File: config.mk
export PLATFORM = sky130hd
export DESIGN_NAME = canopen_comm_object_dictionary
export DESIGN_NICKNAME = d
export VERILOG_FILES = /design/src/rtl/od_pkg.sv /design/src/rtl/canopen_comm_object_dictionary.sv
export SDC_FILE = /design/constraint.sdc
export NUM_CORES = 1
export LEC_CHECK = 0
export ABC_CLOCK_PERIOD_IN_PS = 17800
export BUFFER_PORTS_ARGS = -buffer_cell sky130_fd_sc_hd__buf_2
export CAP_MARGIN = 20
export CELL_PAD_IN_SITES_DETAIL_PLACEMENT = 0
export CELL_PAD_IN_SITES_GLOBAL_PLACEMENT = 1
export CORE_ASPECT_RATIO = 1.2
export CORE_MARGIN = 5
export CORE_UTILIZATION = 45
export CTS_CLUSTER_SIZE = 10
export DETAILED_ROUTE_END_ITERATION = 16
export PLACE_DENSITY_LB_ADDON = 0.1
export SKIP_CTS_REPAIR_TIMING = 1
export SKIP_LAST_GASP = 1
export SLEW_MARGIN = 20
export SYNTH_ARGS = -nofsm -noshare
export SYNTH_HDL_FRONTEND = slang
export SYNTH_SLANG_ARGS = --single-unit
File: constraint.sdc
create_clock -name clk -period 17.8 [get_ports clk]
set_clock_uncertainty 0.2 [all_clocks]
set_input_delay 1.78 -clock clk [delete_from_list [all_inputs] [get_ports clk]]
set_output_delay 1.78 -clock clk [all_outputs]
set_load 0.01 [all_outputs]
File: src/rtl/od_pkg.sv
package od_pkg;

  // =====================================================
  // object addressing
  localparam int index_w = 16;
  localparam int subindex_w = 8;
  localparam int history_depth = 10;

  localparam logic [15:0] idx_device_profile_id = 16'h1000;
  localparam logic [15:0] idx_error_summary = 16'h1001;
  localparam logic [15:0] idx_vendor_status_word = 16'h1002;
  localparam logic [15:0] idx_error_history = 16'h1003;
  localparam logic [15:0] idx_sync_message_identifier = 16'h1005;
  localparam logic [15:0] idx_sync_cycle_period = 16'h1006;
  localparam logic [15:0] idx_sync_window_length = 16'h1007;

  // =====================================================
  // index areas
  localparam logic [15:0] area_reserved_low_lo = 16'h00a0;
  localparam logic [15:0] area_comm_lo = 16'h1000;
  localparam logic [15:0] area_comm_hi = 16'h1fff;
  localparam logic [15:0] area_vendor_lo = 16'h2000;
  localparam logic [15:0] area_vendor_hi = 16'h5fff;
  localparam logic [15:0] area_profile_lo = 16'h6000;
  localparam logic [15:0] area_profile_hi = 16'h9fff;
  localparam logic [15:0] group_vendor_lo = 16'h4000;
  localparam logic [15:0] group_vendor_hi = 16'h4fff;
  localparam logic [15:0] group_profile_lo = 16'h6000;
  localparam logic [15:0] group_profile_hi = 16'h6fff;

  typedef enum logic [2:0] {
    area_static = 3'h0,
    area_reserved = 3'h1,
    area_comm = 3'h2,
    area_vendor = 3'h3,
    area_profile = 3'h4
  } area_t;

  // =====================================================
  // object, data and access codes
  typedef enum logic [7:0] {
    obj_var = 8'h07,
    obj_array = 8'h08,
    obj_record = 8'h09
  } obj_code_t;

  typedef enum logic [15:0] {
    dt_none = 16'h0000,
    dt_bool = 16'h0001,
    dt_int8 = 16'h0002,
    dt_int16 = 16'h0003,
    dt_int32 = 16'h0004,
    dt_uint8 = 16'h0005,
    dt_uint16 = 16'h0006,
    dt_uint32 = 16'h0007,
    dt_string8 = 16'h0009
  } data_code_t;

  typedef enum logic [1:0] {
    acc_ro = 2'h0,
    acc_rw = 2'h1,
    acc_rww = 2'h2,
    acc_const = 2'h3
  } access_t;

  // =====================================================
  // factory values
  localparam logic [31:0] device_profile_id_value = 32'h0001_2345; // arbitrary
  localparam logic [7:0] error_history_count_reset = 8'h00;
  localparam logic [31:0] sync_message_identifier_reset = 32'h0000_0080;
  localparam logic [31:0] sync_cycle_period_reset = 32'h0000_0000;
  localparam logic [31:0] sync_window_length_reset = 32'h0000_0000;
  localparam logic [31:0] error_entry_reset = 32'h0000_0000;
  localparam logic [7:0] count_max = 8'h0a;

  // =====================================================
  // service answer codes
  typedef enum logic [1:0] {
    ans_ok = 2'h0,
    ans_no_object = 2'h1,
    ans_read_only = 2'h2,
    ans_out_of_range = 2'h3
  } answer_t;

  typedef struct packed {
    logic valid;
    logic write;
    logic [15:0] index;
    logic [7:0] subindex;
    logic [31:0] data;
  } od_request_t;

  typedef struct packed {
    logic valid;
    answer_t code;
    logic [31:0] data;
    obj_code_t obj_code;
    data_code_t data_code;
    access_t access;
    logic mappable;
    area_t area;
  } od_answer_t;

endpackage

File: src/rtl/canopen_comm_object_dictionary.sv
`timescale 1ns/1ps
module canopen_comm_object_dictionary
  import od_pkg::*;
(
  // clock and reset
  input wire logic clk,
  input wire logic rst,
  // service data requests from the protocol engine
  input wire od_request_t request,
  output od_answer_t answer,
  // error events reported by the drive
  input wire logic error_event,
  input wire logic [31:0] error_code,
  // live device state
  input wire logic [7:0] error_summary,
  input wire logic [31:0] vendor_status_word,
  // configuration driven into the rest of the node
  output logic [31:0] sync_message_identifier,
  output logic [31:0] sync_cycle_period,
  output logic [31:0] sync_window_length,
  output logic [7:0] error_history_count
);

  // =====================================================
  // error history storage
  logic [31:0] error_history [history_depth];
  logic clear_history;
  logic [7:0] next_count;

  // a new error in the same cycle as a clear survives as the only entry
  always_comb
  begin
    if (clear_history)
      next_count = error_event ? 8'h01 : 8'h00;
    else if (error_event && error_history_count != count_max)
      next_count = error_history_count + 8'h01;
    else
      next_count = error_history_count;
  end

  always_ff @(posedge clk)
  begin
    if (rst)
      error_history_count <= error_history_count_reset;
    else
      error_history_count <= next_count;
  end

  genvar g;
  generate
    for (g = 0; g < history_depth; g++)
    begin : hist
      always_ff @(posedge clk)
      begin
        if (rst)
          error_history[g] <= error_entry_reset;
        else if (error_event)
        begin
          if (g == 0)
            error_history[g] <= error_code;
          else if (clear_history)
            error_history[g] <= error_entry_reset;
          else
            error_history[g] <= error_history[g-1];
        end
        else if (clear_history)
          error_history[g] <= error_entry_reset;
      end
    end
  endgenerate

  // =====================================================
  // index area classification
  area_t req_area;
  logic populated;

  always_comb
  begin
    if (request.index >= area_comm_lo && request.index <= area_comm_hi)
      req_area = area_comm;
    else if (request.index >= area_vendor_lo && request.index <= area_vendor_hi)
      req_area = area_vendor;
    else if (request.index >= area_profile_lo && request.index <= area_profile_hi)
      req_area = area_profile;
    else if (request.index >= area_reserved_low_lo)
      req_area = area_reserved;
    else
      req_area = area_static;
  end

  // vendor and profile groups live elsewhere; only the comm group answers here
  assign populated = (req_area == area_comm)
    || (request.index >= group_vendor_lo && request.index <= group_vendor_hi)
    || (request.index >= group_profile_lo && request.index <= group_profile_hi);

  // =====================================================
  // object decode
  logic hit;
  logic [31:0] rd_data;
  obj_code_t rd_obj;
  data_code_t rd_type;
  access_t rd_acc;
  logic has_bounds;
  logic [31:0] min_value;
  logic [31:0] max_value;

  always_comb
  begin
    hit = 1'b1;
    rd_data = 32'h0000_0000;
    rd_obj = obj_var;
    rd_type = dt_uint32;
    rd_acc = acc_ro;
    has_bounds = 1'b0;
    min_value = 32'h0000_0000;
    max_value = 32'hffff_ffff;
    if (request.index == idx_device_profile_id && request.subindex == 8'h00)
      rd_data = device_profile_id_value;
    else if (request.index == idx_error_summary && request.subindex == 8'h00)
    begin
      rd_data = {24'h000000, error_summary};
      rd_type = dt_uint8;
    end
    else if (request.index == idx_vendor_status_word && request.subindex == 8'h00)
      rd_data = vendor_status_word;
    else if (request.index == idx_error_history && request.subindex == 8'h00)
    begin
      rd_data = {24'h000000, error_history_count};
      rd_type = dt_uint8;
      rd_acc = acc_rw;
      has_bounds = 1'b1; // only the clear value is accepted
      max_value = 32'h0000_0000;
    end
    else if (request.index == idx_error_history && request.subindex >= 8'h01
             && request.subindex <= count_max)
      rd_data = error_history[request.subindex[3:0] - 4'h1];
    else if (request.index == idx_sync_message_identifier && request.subindex == 8'h00)
    begin
      rd_data = sync_message_identifier;
      rd_acc = acc_rw;
    end
    else if (request.index == idx_sync_cycle_period && request.subindex == 8'h00)
    begin
      rd_data = sync_cycle_period;
      rd_acc = acc_rw;
    end
    else if (request.index == idx_sync_window_length && request.subindex == 8'h00)
    begin
      rd_data = sync_window_length;
      rd_acc = acc_rw;
    end
    else
      hit = 1'b0;
    // only the history count entry (subindex 0) reports as an array; its entries report as variables
    if (request.index == idx_error_history && request.subindex == 8'h00)
      rd_obj = obj_array;
  end

  // =====================================================
  // write checking
  logic writable;
  logic in_range;
  logic accept_write;

  assign writable = (rd_acc == acc_rw) || (rd_acc == acc_rww);
  assign in_range = !has_bounds
    || (request.data >= min_value && request.data <= max_value);
  assign accept_write = request.valid && request.write && hit && writable && in_range;
  assign clear_history = accept_write && request.index == idx_error_history;

  always_ff @(posedge clk)
  begin
    if (rst)
    begin
      sync_message_identifier <= sync_message_identifier_reset;
      sync_cycle_period <= sync_cycle_period_reset;
      sync_window_length <= sync_window_length_reset;
    end
    else if (accept_write)
    begin
      if (request.index == idx_sync_message_identifier)
        sync_message_identifier <= request.data;
      else if (request.index == idx_sync_cycle_period)
        sync_cycle_period <= request.data;
      else if (request.index == idx_sync_window_length)
        sync_window_length <= request.data;
    end
  end

  // =====================================================
  // answer, one cycle after each request
  answer_t next_code;

  always_comb
  begin
    if (!hit)
      next_code = ans_no_object;
    else if (request.write && !writable)
      next_code = ans_read_only;
    else if (request.write && !in_range)
      next_code = ans_out_of_range;
    else
      next_code = ans_ok;
  end

  always_ff @(posedge clk)
  begin
    if (rst)
      answer <= '0;
    else
    begin
      answer.valid <= request.valid;
      answer.code <= next_code;
      answer.data <= (request.valid && !request.write && hit) ? rd_data : 32'h0000_0000;
      answer.obj_code <= rd_obj;
      answer.data_code <= hit ? rd_type : dt_none;
      answer.access <= rd_acc;
      answer.mappable <= 1'b0; // none of these objects map
      answer.area <= req_area;
    end
  end

  // unreferenced until the populated groups get their own storage
  logic unused_populated;
  assign unused_populated = populated;

endmodule

* Yosys cells after proc, flatten, opt, wreduce, memory -nomap -nowiden
Memories as Yosys holds them, arrays and structs flattened.
Cells that the tools add are included.
** Operators by class
- Add/subtract/negate cells :: 2
- Order comparisons :: 11
- Equal/unequal tests :: 10
- Mux-type cells :: 92
- Bitwise operators :: 33
- Reductions and logical operators :: 41
** Operator list (count)
- $mux W32 :: 41
- $eq A16 B13 Y1 const B :: 7
- $mux W1 :: 39
- $ge A32 B1 Y1 const B :: 1
- $le A32 B32 Y1 :: 1
- $or A1 B1 Y1 :: 29
- $logic_and A1 B1 Y1 :: 23
- $ge A16 B13 Y1 const B :: 1
- $ge A16 B14 Y1 const B :: 1
- $ge A16 B15 Y1 const B :: 1
- $ge A16 B8 Y1 const B :: 1
- $le A16 B13 Y1 const B :: 1
- $le A16 B15 Y1 const B :: 1
- $le A16 B16 Y1 const B :: 1
- $mux W2 :: 8
- $mux W8 :: 2
- $add A8 B1 Y8 const B :: 1
- $ge A8 B1 Y1 const B :: 1
- $le A8 B4 Y1 const B :: 1
- $logic_not A8 Y1 :: 1
- $ne A8 B4 Y1 const B :: 1
- $reduce_or A2 Y1 :: 3
- $reduce_or A3 Y1 :: 2
- $reduce_or A5 Y1 :: 1
- 13 further kinds :: 20
** Word-level totals
- Flip-flop bits (word level) :: 169
- Memory bits (writable) :: 320
- Output and inout bits :: 169
- Word-level logic and storage cells :: 208
- Memories :: 1
** Memory list
- error_history :: words 10, bits a word 32, rd ports 10, clocked after Yosys merged registers in 0, write ports 10, line canopen_comm_object_dictionary.sv:26 : logic [31:0] error_history [history_depth];

* Logic depth before layout (Yosys ltp)
Gate-level depths: netlist of the first run.
- Depth in word-level cells :: 22
- Mapped depth :: 22
- Depth with buffers taken out :: 15

* Worst setup path after synthesis of the first run
Ideal clock, no wire load.
- Kind :: input to register
- From :: in request[32] in the netlist's numbering
- To :: mem error_history[0][0] (enable)
- Library setup time :: 0.667 ns
- Arrival time :: 12.631 ns
- Setup slack :: 4.302 ns
- Stages :: 21
- Path through :: clkbuf_1 clkbuf_1 clkbuf_1 inv_1 ha_1 nand4bb_1 nor4_2 nand2_2 inv_2 buf_1 ha_1 nand3_1 nor4_1 nand3_1 or4_1 a21oi_1 a2111o_1 o21a_1 buf_6 buf_6 or3_1
** RTL lines
- start, declared :: line canopen_comm_object_dictionary.sv:9 : input wire od_request_t request,
- end, declared :: line canopen_comm_object_dictionary.sv:26

==> summary.md, run 1 <==
The run finished with clean final reports. Buffers inserted during clock tree synthesis total 53. The HPWL reported at the end of detailed placement came out at 38860 µm. Setup repair after global routing left no endpoint under its margin. Along the worst path, the maximum fanout reaches 177. The count of final max-slew check failures is 0.

In the routed design, unresolved DRC markers number 0. By area the synthesized netlist is led by edfxtp_1, dfxtp_1, nor3b_2. Using the TritonRoute via totals, the vias-per-cell ratio works out to 5.749. Met2 track demand over resource: 31.91%. The worst setup path is captured at a register. In this run, the number of DRC markers left after iteration 0 of detailed routing was 1574. The tools report the largest net degree at the start of global routing as 178.

The layer with the highest usage is met2. The floorplan step defined a die boundary enclosing 0.05632 mm². The via count of the first global-routing pass was 15140; the area growth from synthesis to final layout was 13.47%. The final layout contains 2198 nets. The synthesized design contains 320 enable-type register cells. Placeable core region: 0.05124 mm². Setup violations remaining at the end of the flow were counted as 0. After synthesis, the mean cell area works out to 12.61 µm².

In this run the worst hold path is classified as register to register. During I/O placement, the number of pins put on the boundary was 302. The setup path with the least slack is of type primary input to register. The clock passes through at most 3 buffers. For this run, global-route usage on met1 was measured as 30.84%.

The initial utilization of the core area, before any placement, comes to 45.37%. Across all layers, the routed design uses 15530 vias. Utilization after layout: 51.48%. The cell type with the highest occurrence count on the critical path is nand3_1. The clock-pin slew of the registers on the worst-case setup and hold paths is 0.06 ns.

Counting instances in the post-synthesis netlist gives the leading cell types as edfxtp_1, nand2_1, nor3b_2. The internal power summed over all cells was 1857 µW. For this run, the register share of the synthesized area comes to 54.00%.

The first TritonRoute pass finished after 6 iterations. For this run, the number of Yosys warnings is 0. The synthesized design spends more area on one cell type than any other, namely edfxtp_1. For this run, the total global-route usage over all layers was measured as 20.68%. The count of port buffers added during placement is 282, and the count of cell types in the netlist is 70. Maximum single-stage delay on the critical path: 0.79 ns. The tools report the remaining global-route overflow as 0. Counting I/O delays and the setup requirement, the final critical path takes 8.920 ns. VDD sags by at most 0.07834 mV. The proportion of netlist area held by the largest area contributor came out at 41.34%. The run gives 0 as the final number of hold-violating endpoints. Highest-delay cell along the critical path: buf_4. Most common flop cell mapped by yosys: edfxtp_1. Of the cells placed in the final design, the portion with a size suffix greater than 1 is 34.36%.

The die span in y was 259.0 µm; the sum of negative setup slack was 0 ns. The highest clock frequency the design can meet was 0.1121 GHz. The cell count after synthesis came out at 1844. The fraction of registers with async set/reset was 0%. The share of power burned in registers was 51.3%. The detailed-route wire length per cell was 22.40 µm. The number of sinks on the clock net came out at 467. STA classifies the critical path startpoint as a primary input. The count of nets left with antenna violations once routing finished came out at 0.

After synthesis the netlist holds a flip-flop and latch count of 467. At the end of routability-driven placement, the weighted congestion stood at 0.8162. Data on the critical path arrives at its endpoint at 8.93 ns.

The floorplan has 91 rows. For this run, global-route usage on met3 was measured as 3.628%. The signal on the critical path passes through buf_6, inv_1, ha_2, nand4bb_1, nor4_2, nand2_2, clkinv_2, ha_1, nand3_1, nor4_1, nand3_1, or4_1, a21oi_1, a2111o_1, o21a_4, or3_4, buf_4, buf_12. The pin slew with the least headroom to its limit is 1.084 ns.

For this design the ratio of total power to cell area is 91.06 mW/mm². The first global-routing pass estimated 93150 µm of wire. The worst slew slack as a fraction of its limit is 27.75%, and the standby leakage power is 0.009638 µW.

Post-synth design cell area: 0.02324 mm². The max-cap violation count is 0, and the data required time at the worst endpoint is 17.81 ns. TritonCTS built the clock tree. The H-tree generated during clock tree synthesis spans 2 levels. The switching part of the total works out to 22.69%.

The clock insertion delay at the later pin of the skew report was 0.60 ns; the routed wire length was 60500 µm. Count of buffer and inverter cells on the critical path: 5. Leading cell type by number of instances after synthesis: edfxtp_1. The final worst-path cycle share was 50.11%; the power dissipated by switching net loads was 545.1 µW.

In this run the clock root is driven by a clkbuf_16. Part of the total power dissipated in the clock network: 40.6%. Horizontal die dimension: 217.5 µm.

In this design, the largest share of critical-path delay is due to buffers and inverters. The relative contribution of combinational cells to total power came out at 8.1%. For the initial antenna violation count, the log shows 1.
-- logic make-up (layout without fill, tap and decap cells) --
logic type | Yosys count | count (layout) | synth area share (%)
adder cells (fa/ha/maj) | 30 | 30 | 1.604
AND/OR/NAND/NOR | 715 | 715 | 22.41
AO/OA/AOI/OAI | 293 | 293 | 7.956
other | 1 | 20 | 0.01613
flip-flops | 467 | 467 | 54.00
buffers and inverters | 199 | 386 | 4.457
XOR/XNOR | 9 | 9 | 0.3391
multiplexers | 130 | 130 | 9.221
-- flip-flops by register name, indices dropped and copies added, names as in the netlist --
| register | count |
|---|---|
| error_history | 320 |
| sync_cycle_period | 32 |
| answer | 43 |
| sync_window_length | 32 |
| error_history_count | 8 |
| sync_message_identifier | 32 |
-- final timing paths --
| path | start | endpoint | slack, ns | cells after the start |
|---|---|---|---|---|
| max | request[32] | error_history[7][29]$_SDFFCE_PP0P_ | 8.88 | 18 |
| min | sync_message_identifier[20]$_SDFFE_PP0P_ | sync_message_identifier[20]$_SDFFE_PP0P_ | 0.26 | 2 |
| max reg2reg | error_history_count[0]$_SDFFE_PP0P_ | error_history_count[6]$_SDFFE_PP0P_ | 15.33 | 8 |
| min reg2reg | sync_message_identifier[20]$_SDFFE_PP0P_ | sync_message_identifier[20]$_SDFFE_PP0P_ | 0.26 | 2 |
-- cell type report --
| class | instances | area [µm²] |
|---|---|---|
| multi-input combinational | 1196 | 9828 |
| tap | 651 | 814.5 |
| fill | 4532 | 24860 |
| timing repair buffer | 304 | 1647 |
| clock buffer | 66 | 1439 |
| antenna | 1 | 2.502 |
| clock inverter | 2 | 38.79 |
| sequential | 467 | 12550 |
| inverter | 14 | 53.80 |
-- metrics by stage --
step / hold WS, ns / setup WS (ns) / area [µm²] / total power (µW) / instances
floorplan: 0.2875 / 4.302 / 23310 / 1390 / 1862
global placement: 0.2518 / 8.173 / 24860 / 1445 / 2631
detailed placement: 0.2580 / 8.085 / 24860 / 1452 / 2631
CTS: 0.2658 / 8.704 / 26340 / 2433 / 2699
global route: 0.2770 / 8.300 / 26370 / 2497 / 2700
finish: 0.2636 / 8.880 / 26380 / 2402 / 2701
-- placed cells by master (no fill, tap or decap), types with 11 or more instances in the layout --
cell type,instances
dfxtp_1,147
conb_1,19
mux4_2,64
clkbuf_16,56
a21oi_1,155
edfxtp_1,320
buf_4,18
ha_1,28
nand2_1,245
nand3_1,14
mux2_2,32
mux2i_1,33
nor3_1,11
nor3b_1,74
nor3b_2,214
o211ai_1,23
inv_1,13
and2_1,35
buf_2,280
a222oi_1,32
nor2_1,52
o21ai_0,34
-- per-layer routing --
metal  routed length, µm  part of all wire [%]
met5                   0                     0
met4                1143                   1.9
met3                3769                   6.2
met2               27780                    46
met1               27810                    46
-- worst register-to-register path, cell delays in order (launching register included) --
cell	delay [ns]
dfxtp_1	0.48
inv_1	0.08
ha_1	0.19
nor4bb_1	0.13
a21boi_0	0.57
nand2_1	0.21
nor3_1	0.25
xnor2_1	0.18
nor3_2	0.05
-- power groups by stage --
| stage | registers [µW] | logic, µW | clock network (µW) |
|---|---|---|---|
| 2_1_floorplan | 1250 | 136 | 0 |
| 3_3_place_gp | 1250 | 193 | 0 |
| 4_1_cts | 1230 | 196 | 1000 |
| 5_1_grt | 1240 | 211 | 1050 |
| 3_5_place_dp | 1260 | 196 | 0 |
| 6_report | 1230 | 194 | 975 |
No activity file was read; power rests on OpenSTA's default activity.
==> inputs of run 2 (changes only) <==
--- a/config.mk
+++ b/config.mk
@@ -5,14 +5,14 @@
 export SDC_FILE = /design/constraint.sdc
 export NUM_CORES = 1
 export LEC_CHECK = 0
-export ABC_CLOCK_PERIOD_IN_PS = 17800
+export ABC_CLOCK_PERIOD_IN_PS = 7350
 export BUFFER_PORTS_ARGS = -buffer_cell sky130_fd_sc_hd__buf_2
 export CAP_MARGIN = 20
 export CELL_PAD_IN_SITES_DETAIL_PLACEMENT = 0
 export CELL_PAD_IN_SITES_GLOBAL_PLACEMENT = 1
 export CORE_ASPECT_RATIO = 1.2
 export CORE_MARGIN = 5
-export CORE_UTILIZATION = 45
+export CORE_UTILIZATION = 43
 export CTS_CLUSTER_SIZE = 10
 export DETAILED_ROUTE_END_ITERATION = 16
 export PLACE_DENSITY_LB_ADDON = 0.1
==> constraint.sdc (replaced) <==
create_clock -name clk -period 7.35 [get_ports clk]
set_clock_uncertainty 0.2 [all_clocks]
set_input_delay 0.735 -clock clk [delete_from_list [all_inputs] [get_ports clk]]
set_output_delay 0.735 -clock clk [all_outputs]
set_load 0.01 [all_outputs]
==> run 2 against run 1 <==
Compared with the run above:
- worst hold slack got worse by 0.10 ns
- final cell count rose by 2.6%
- utilization is 2.1 points lower
- register-to-register slack lost 10 ns
- via count decreased by 0.26%
- critical path depth fell by 3
- sequential cell count stayed put
- final area up 0.44%
- die area up 4.5%
- non-clock buffer count grew 6
- largest power group unchanged
==> summary.md, run 2 (synthesis results as in run 1) <==
The setup-violating endpoint count in the final report came out at 0 (unchanged). The run finished with clean final reports. The tools report the HPWL reported at the end of detailed placement as 39510 µm (was 38860 µm). The sum of negative setup slack came out at 0 ns (unchanged). The most frequent standard cell in the layout excluding fill and tap cells is edfxtp_1 (unchanged). The mean number of vias per cell is 5.589 (was 5.749).

The register with the most flip-flops is error_history (unchanged). The tools report the weighted congestion reported at the end of routability-driven placement as 0.8203 (was 0.8162). The post-route cell area was 0.02649 mm² (was 0.02638 mm²). The maximum single-stage delay on the critical path came out at 0.68 ns (was 0.79 ns). The run gives 0.05883 mm² (was 0.05632 mm²) as the area of the die. The run gives 93 (was 91) as the number of core rows. Setup repair after global routing left no endpoint under its margin.

Utilization after layout: 49.38% (was 51.48%). After layout, the worst path uses 82.66% of the clock period. The violation count after the first detailed-route iteration is 1578 (was 1574).

The tools report the layout filler cell count as 4812 (was 4532). The run gives 7.32 ns (was 17.81 ns) as the data required time at the worst endpoint. The critical path class is primary input to register (unchanged). The max-cap violation count came out at 0 (unchanged). The via count of the routed design is 15490 (was 15530), and the post-placement cell area is 0.02502 mm² (was 0.02486 mm²).

The cell depth of the worst flop-to-flop path was 8 (unchanged). The run gives 467 (unchanged) as the number of sinks on the clock net. The tools report the clock insertion delay at the later pin of the skew report as 0.60 ns (about the same).

The element type at the critical path start was a primary input (unchanged). The tools report the largest net degree at the start of global routing as 183 (was 178). Highest-delay cell along the critical path: or4_1 (was buf_4). Kind of cell adding the most delay to the critical path: simple AND/OR/NAND/NOR gates (was buffers and inverters). TritonCTS built the clock tree.

The placeable core region came out at 0.05364 mm² (was 0.05124 mm²). The fraction of final layout cells with drive strength greater than 1 is 34.45% (was 34.36%), and the number of top-level design ports is 302 (unchanged). The hold-critical path depth is 3 (was 2), and the count of buffer and inverter cells on the critical path is 3 (was 5). The clock-pin slew of the registers on the worst-case setup and hold paths came out at 0.06 ns (about the same). Sequence of cells on the critical path: buf_2, or4_1, nor4_4, nand2_2, inv_2, ha_1, nand3_1, or4_1, a211o_1, o22a_1, a311oi_1, nor4_2, o21a_4, or3_4, buf_12 (was buf_6, inv_1, ha_2, nand4bb_1, nor4_2, nand2_2, clkinv_2, ha_1, nand3_1, nor4_1, nand3_1, or4_1, a21oi_1, a2111o_1, o21a_4, or3_4, buf_4, buf_12). Type of the tightest min-delay check: primary input to register (was register to register). The detailed-route wire length per cell is 22.09 µm (was 22.40 µm). Count of nets after finishing: 2204 (was 2198). The tools report the number of search-and-repair iterations in the first detailed-routing pass as 5 (was 6). The cell at the root of the clock tree was clkbuf_16 (unchanged). The maximum fanout encountered on the critical timing path was 182 (was 177). The logs give 2 (unchanged) for the maximum level of the CTS H-tree and 3 (unchanged) for the maximum count of clock buffers along a single path.

Count of port buffers added during placement: 282 (unchanged). Timing would allow up to 0.1646 GHz. Registers with the highest flip-flop counts: error_history: 320 flops, answer: 43 flops (unchanged). The number of nets still failing antenna checks after routing is 0 (unchanged). The routed wire length is 61210 µm (was 60500 µm), and the flip-flop count of the largest register after layout is 320 (unchanged).

The logs give 6.04 ns (was 8.93 ns) for the signal arrival time at the worst endpoint and 0 (was 1) for the initial antenna violation count. The final number of hold-violating endpoints came out at 0 (unchanged). The horizontal die dimension is 222.2 µm (was 217.5 µm).

The power per cell area is 220.1 mW/mm² (was 91.06 mW/mm²). The run gives 0 (unchanged) as the remaining global-route overflow. The cell type with the highest occurrence count on the critical path was or4_1 (was nand3_1). Number of logic stages on the critical path including buffering: 15 (was 18). The standby leakage power was 0.009679 µW (was 0.009638 µW); the number of buffers created by CTS was 53 (unchanged).

The worst slew slack as a fraction of its limit was 24.32% (was 27.75%); the first-pass GRT wire length was 95280 µm (was 93150 µm). For the count of final max-slew check failures, the log shows 0 (unchanged). Type of element capturing the critical path: a register (unchanged). The area growth from synthesis to final layout was 13.96% (was 13.47%). The number of design rule violations left after detail routing is 0 (unchanged), and the pin slew with the least headroom to its limit is 1.135 ns (was 1.084 ns).

For the maximum vdd ir drop, the log shows 0.1698 mV (was 0.07834 mV). The tools report the effective utilization at floorplan as 43.33% (was 45.37%). For the combined global-route utilization of all metal layers, the log shows 20.09% (was 20.68%).

After layout, the minimum clock period comes to 6.075 ns. The die span in y came out at 264.7 µm (was 259.0 µm). Leading cell types in the layout, fill and taps excluded: edfxtp_1, buf_2, nand2_1 (unchanged). The tools report the via count of the first global-routing pass as 15380 (was 15140).
## run 2: report_power, final
part / leakage (µW) / switching, µW / internal, µW
Sequential: 0.00472 / 51.6 / 2930
Clock: 0.000712 / 1020 / 1350
Combinational: 0.00424 / 261 / 210
## run 2: per-layer routing
metal	part of all wire, %	GRT usage (%)
met4	1.9	4.433
met2	46	31.33
met5	0	0
met1	46	29.81
met3	5.9	3.300
## run 2: worst paths after layout
check                                           start  slack, ns                                        to
max                                       request[51]       1.27        error_history[7][19]$_SDFFCE_PP0P_
min                            vendor_status_word[15]       0.16                     answer[45]$_SDFF_PP0_
max reg2reg       error_history_count[0]$_SDFFE_PP0P_       4.96       error_history_count[6]$_SDFFE_PP0P_
min reg2reg  sync_message_identifier[21]$_SDFFE_PP0P_       0.27  sync_message_identifier[21]$_SDFFE_PP0P_
## run 2: cell type report
type / count / area (µm²) / share of cell area (%)
clock inverters: 3 / 68.82 / 0.2598
repair buffers: 310 / 1693 / 6.391
multi-input cells: 1196 / 9827 / 37.10
inverters: 14 / 52.55 / 0.1984
flip-flops and latches: 467 / 12550 / 47.38
clock buffers: 68 / 1404 / 5.299
well taps: 712 / 890.9 / 3.363
diodes: 1 / 2.502 / 0.009446
## run 2: worst reg2reg max path, cell delays in order, from the launching register on
cell and delay (ns):
dfxtp_1 0.46, inv_1 0.08, ha_1 0.19, nor4bb_1 0.13, a21boi_0 0.59, nand2_1 0.19
nor3_1 0.22, xnor2_1 0.16, nor3_2 0.05
## run 2: metrics by stage
step / hold slack (ns) / setup slack [ns] / power (µW) / std cells
after CTS: 0.1269 / 1.362 / 5913 / 2770
after floorplan: 0.2875 / 0.04668 / 3352 / 1862
after global placement: 0.2527 / 0.8636 / 3505 / 2699
after detailed placement: 0.2579 / 0.7335 / 3518 / 2699
final: 0.1621 / 1.275 / 5832 / 2771
after global routing: 0.1593 / 0.9297 / 6057 / 2770
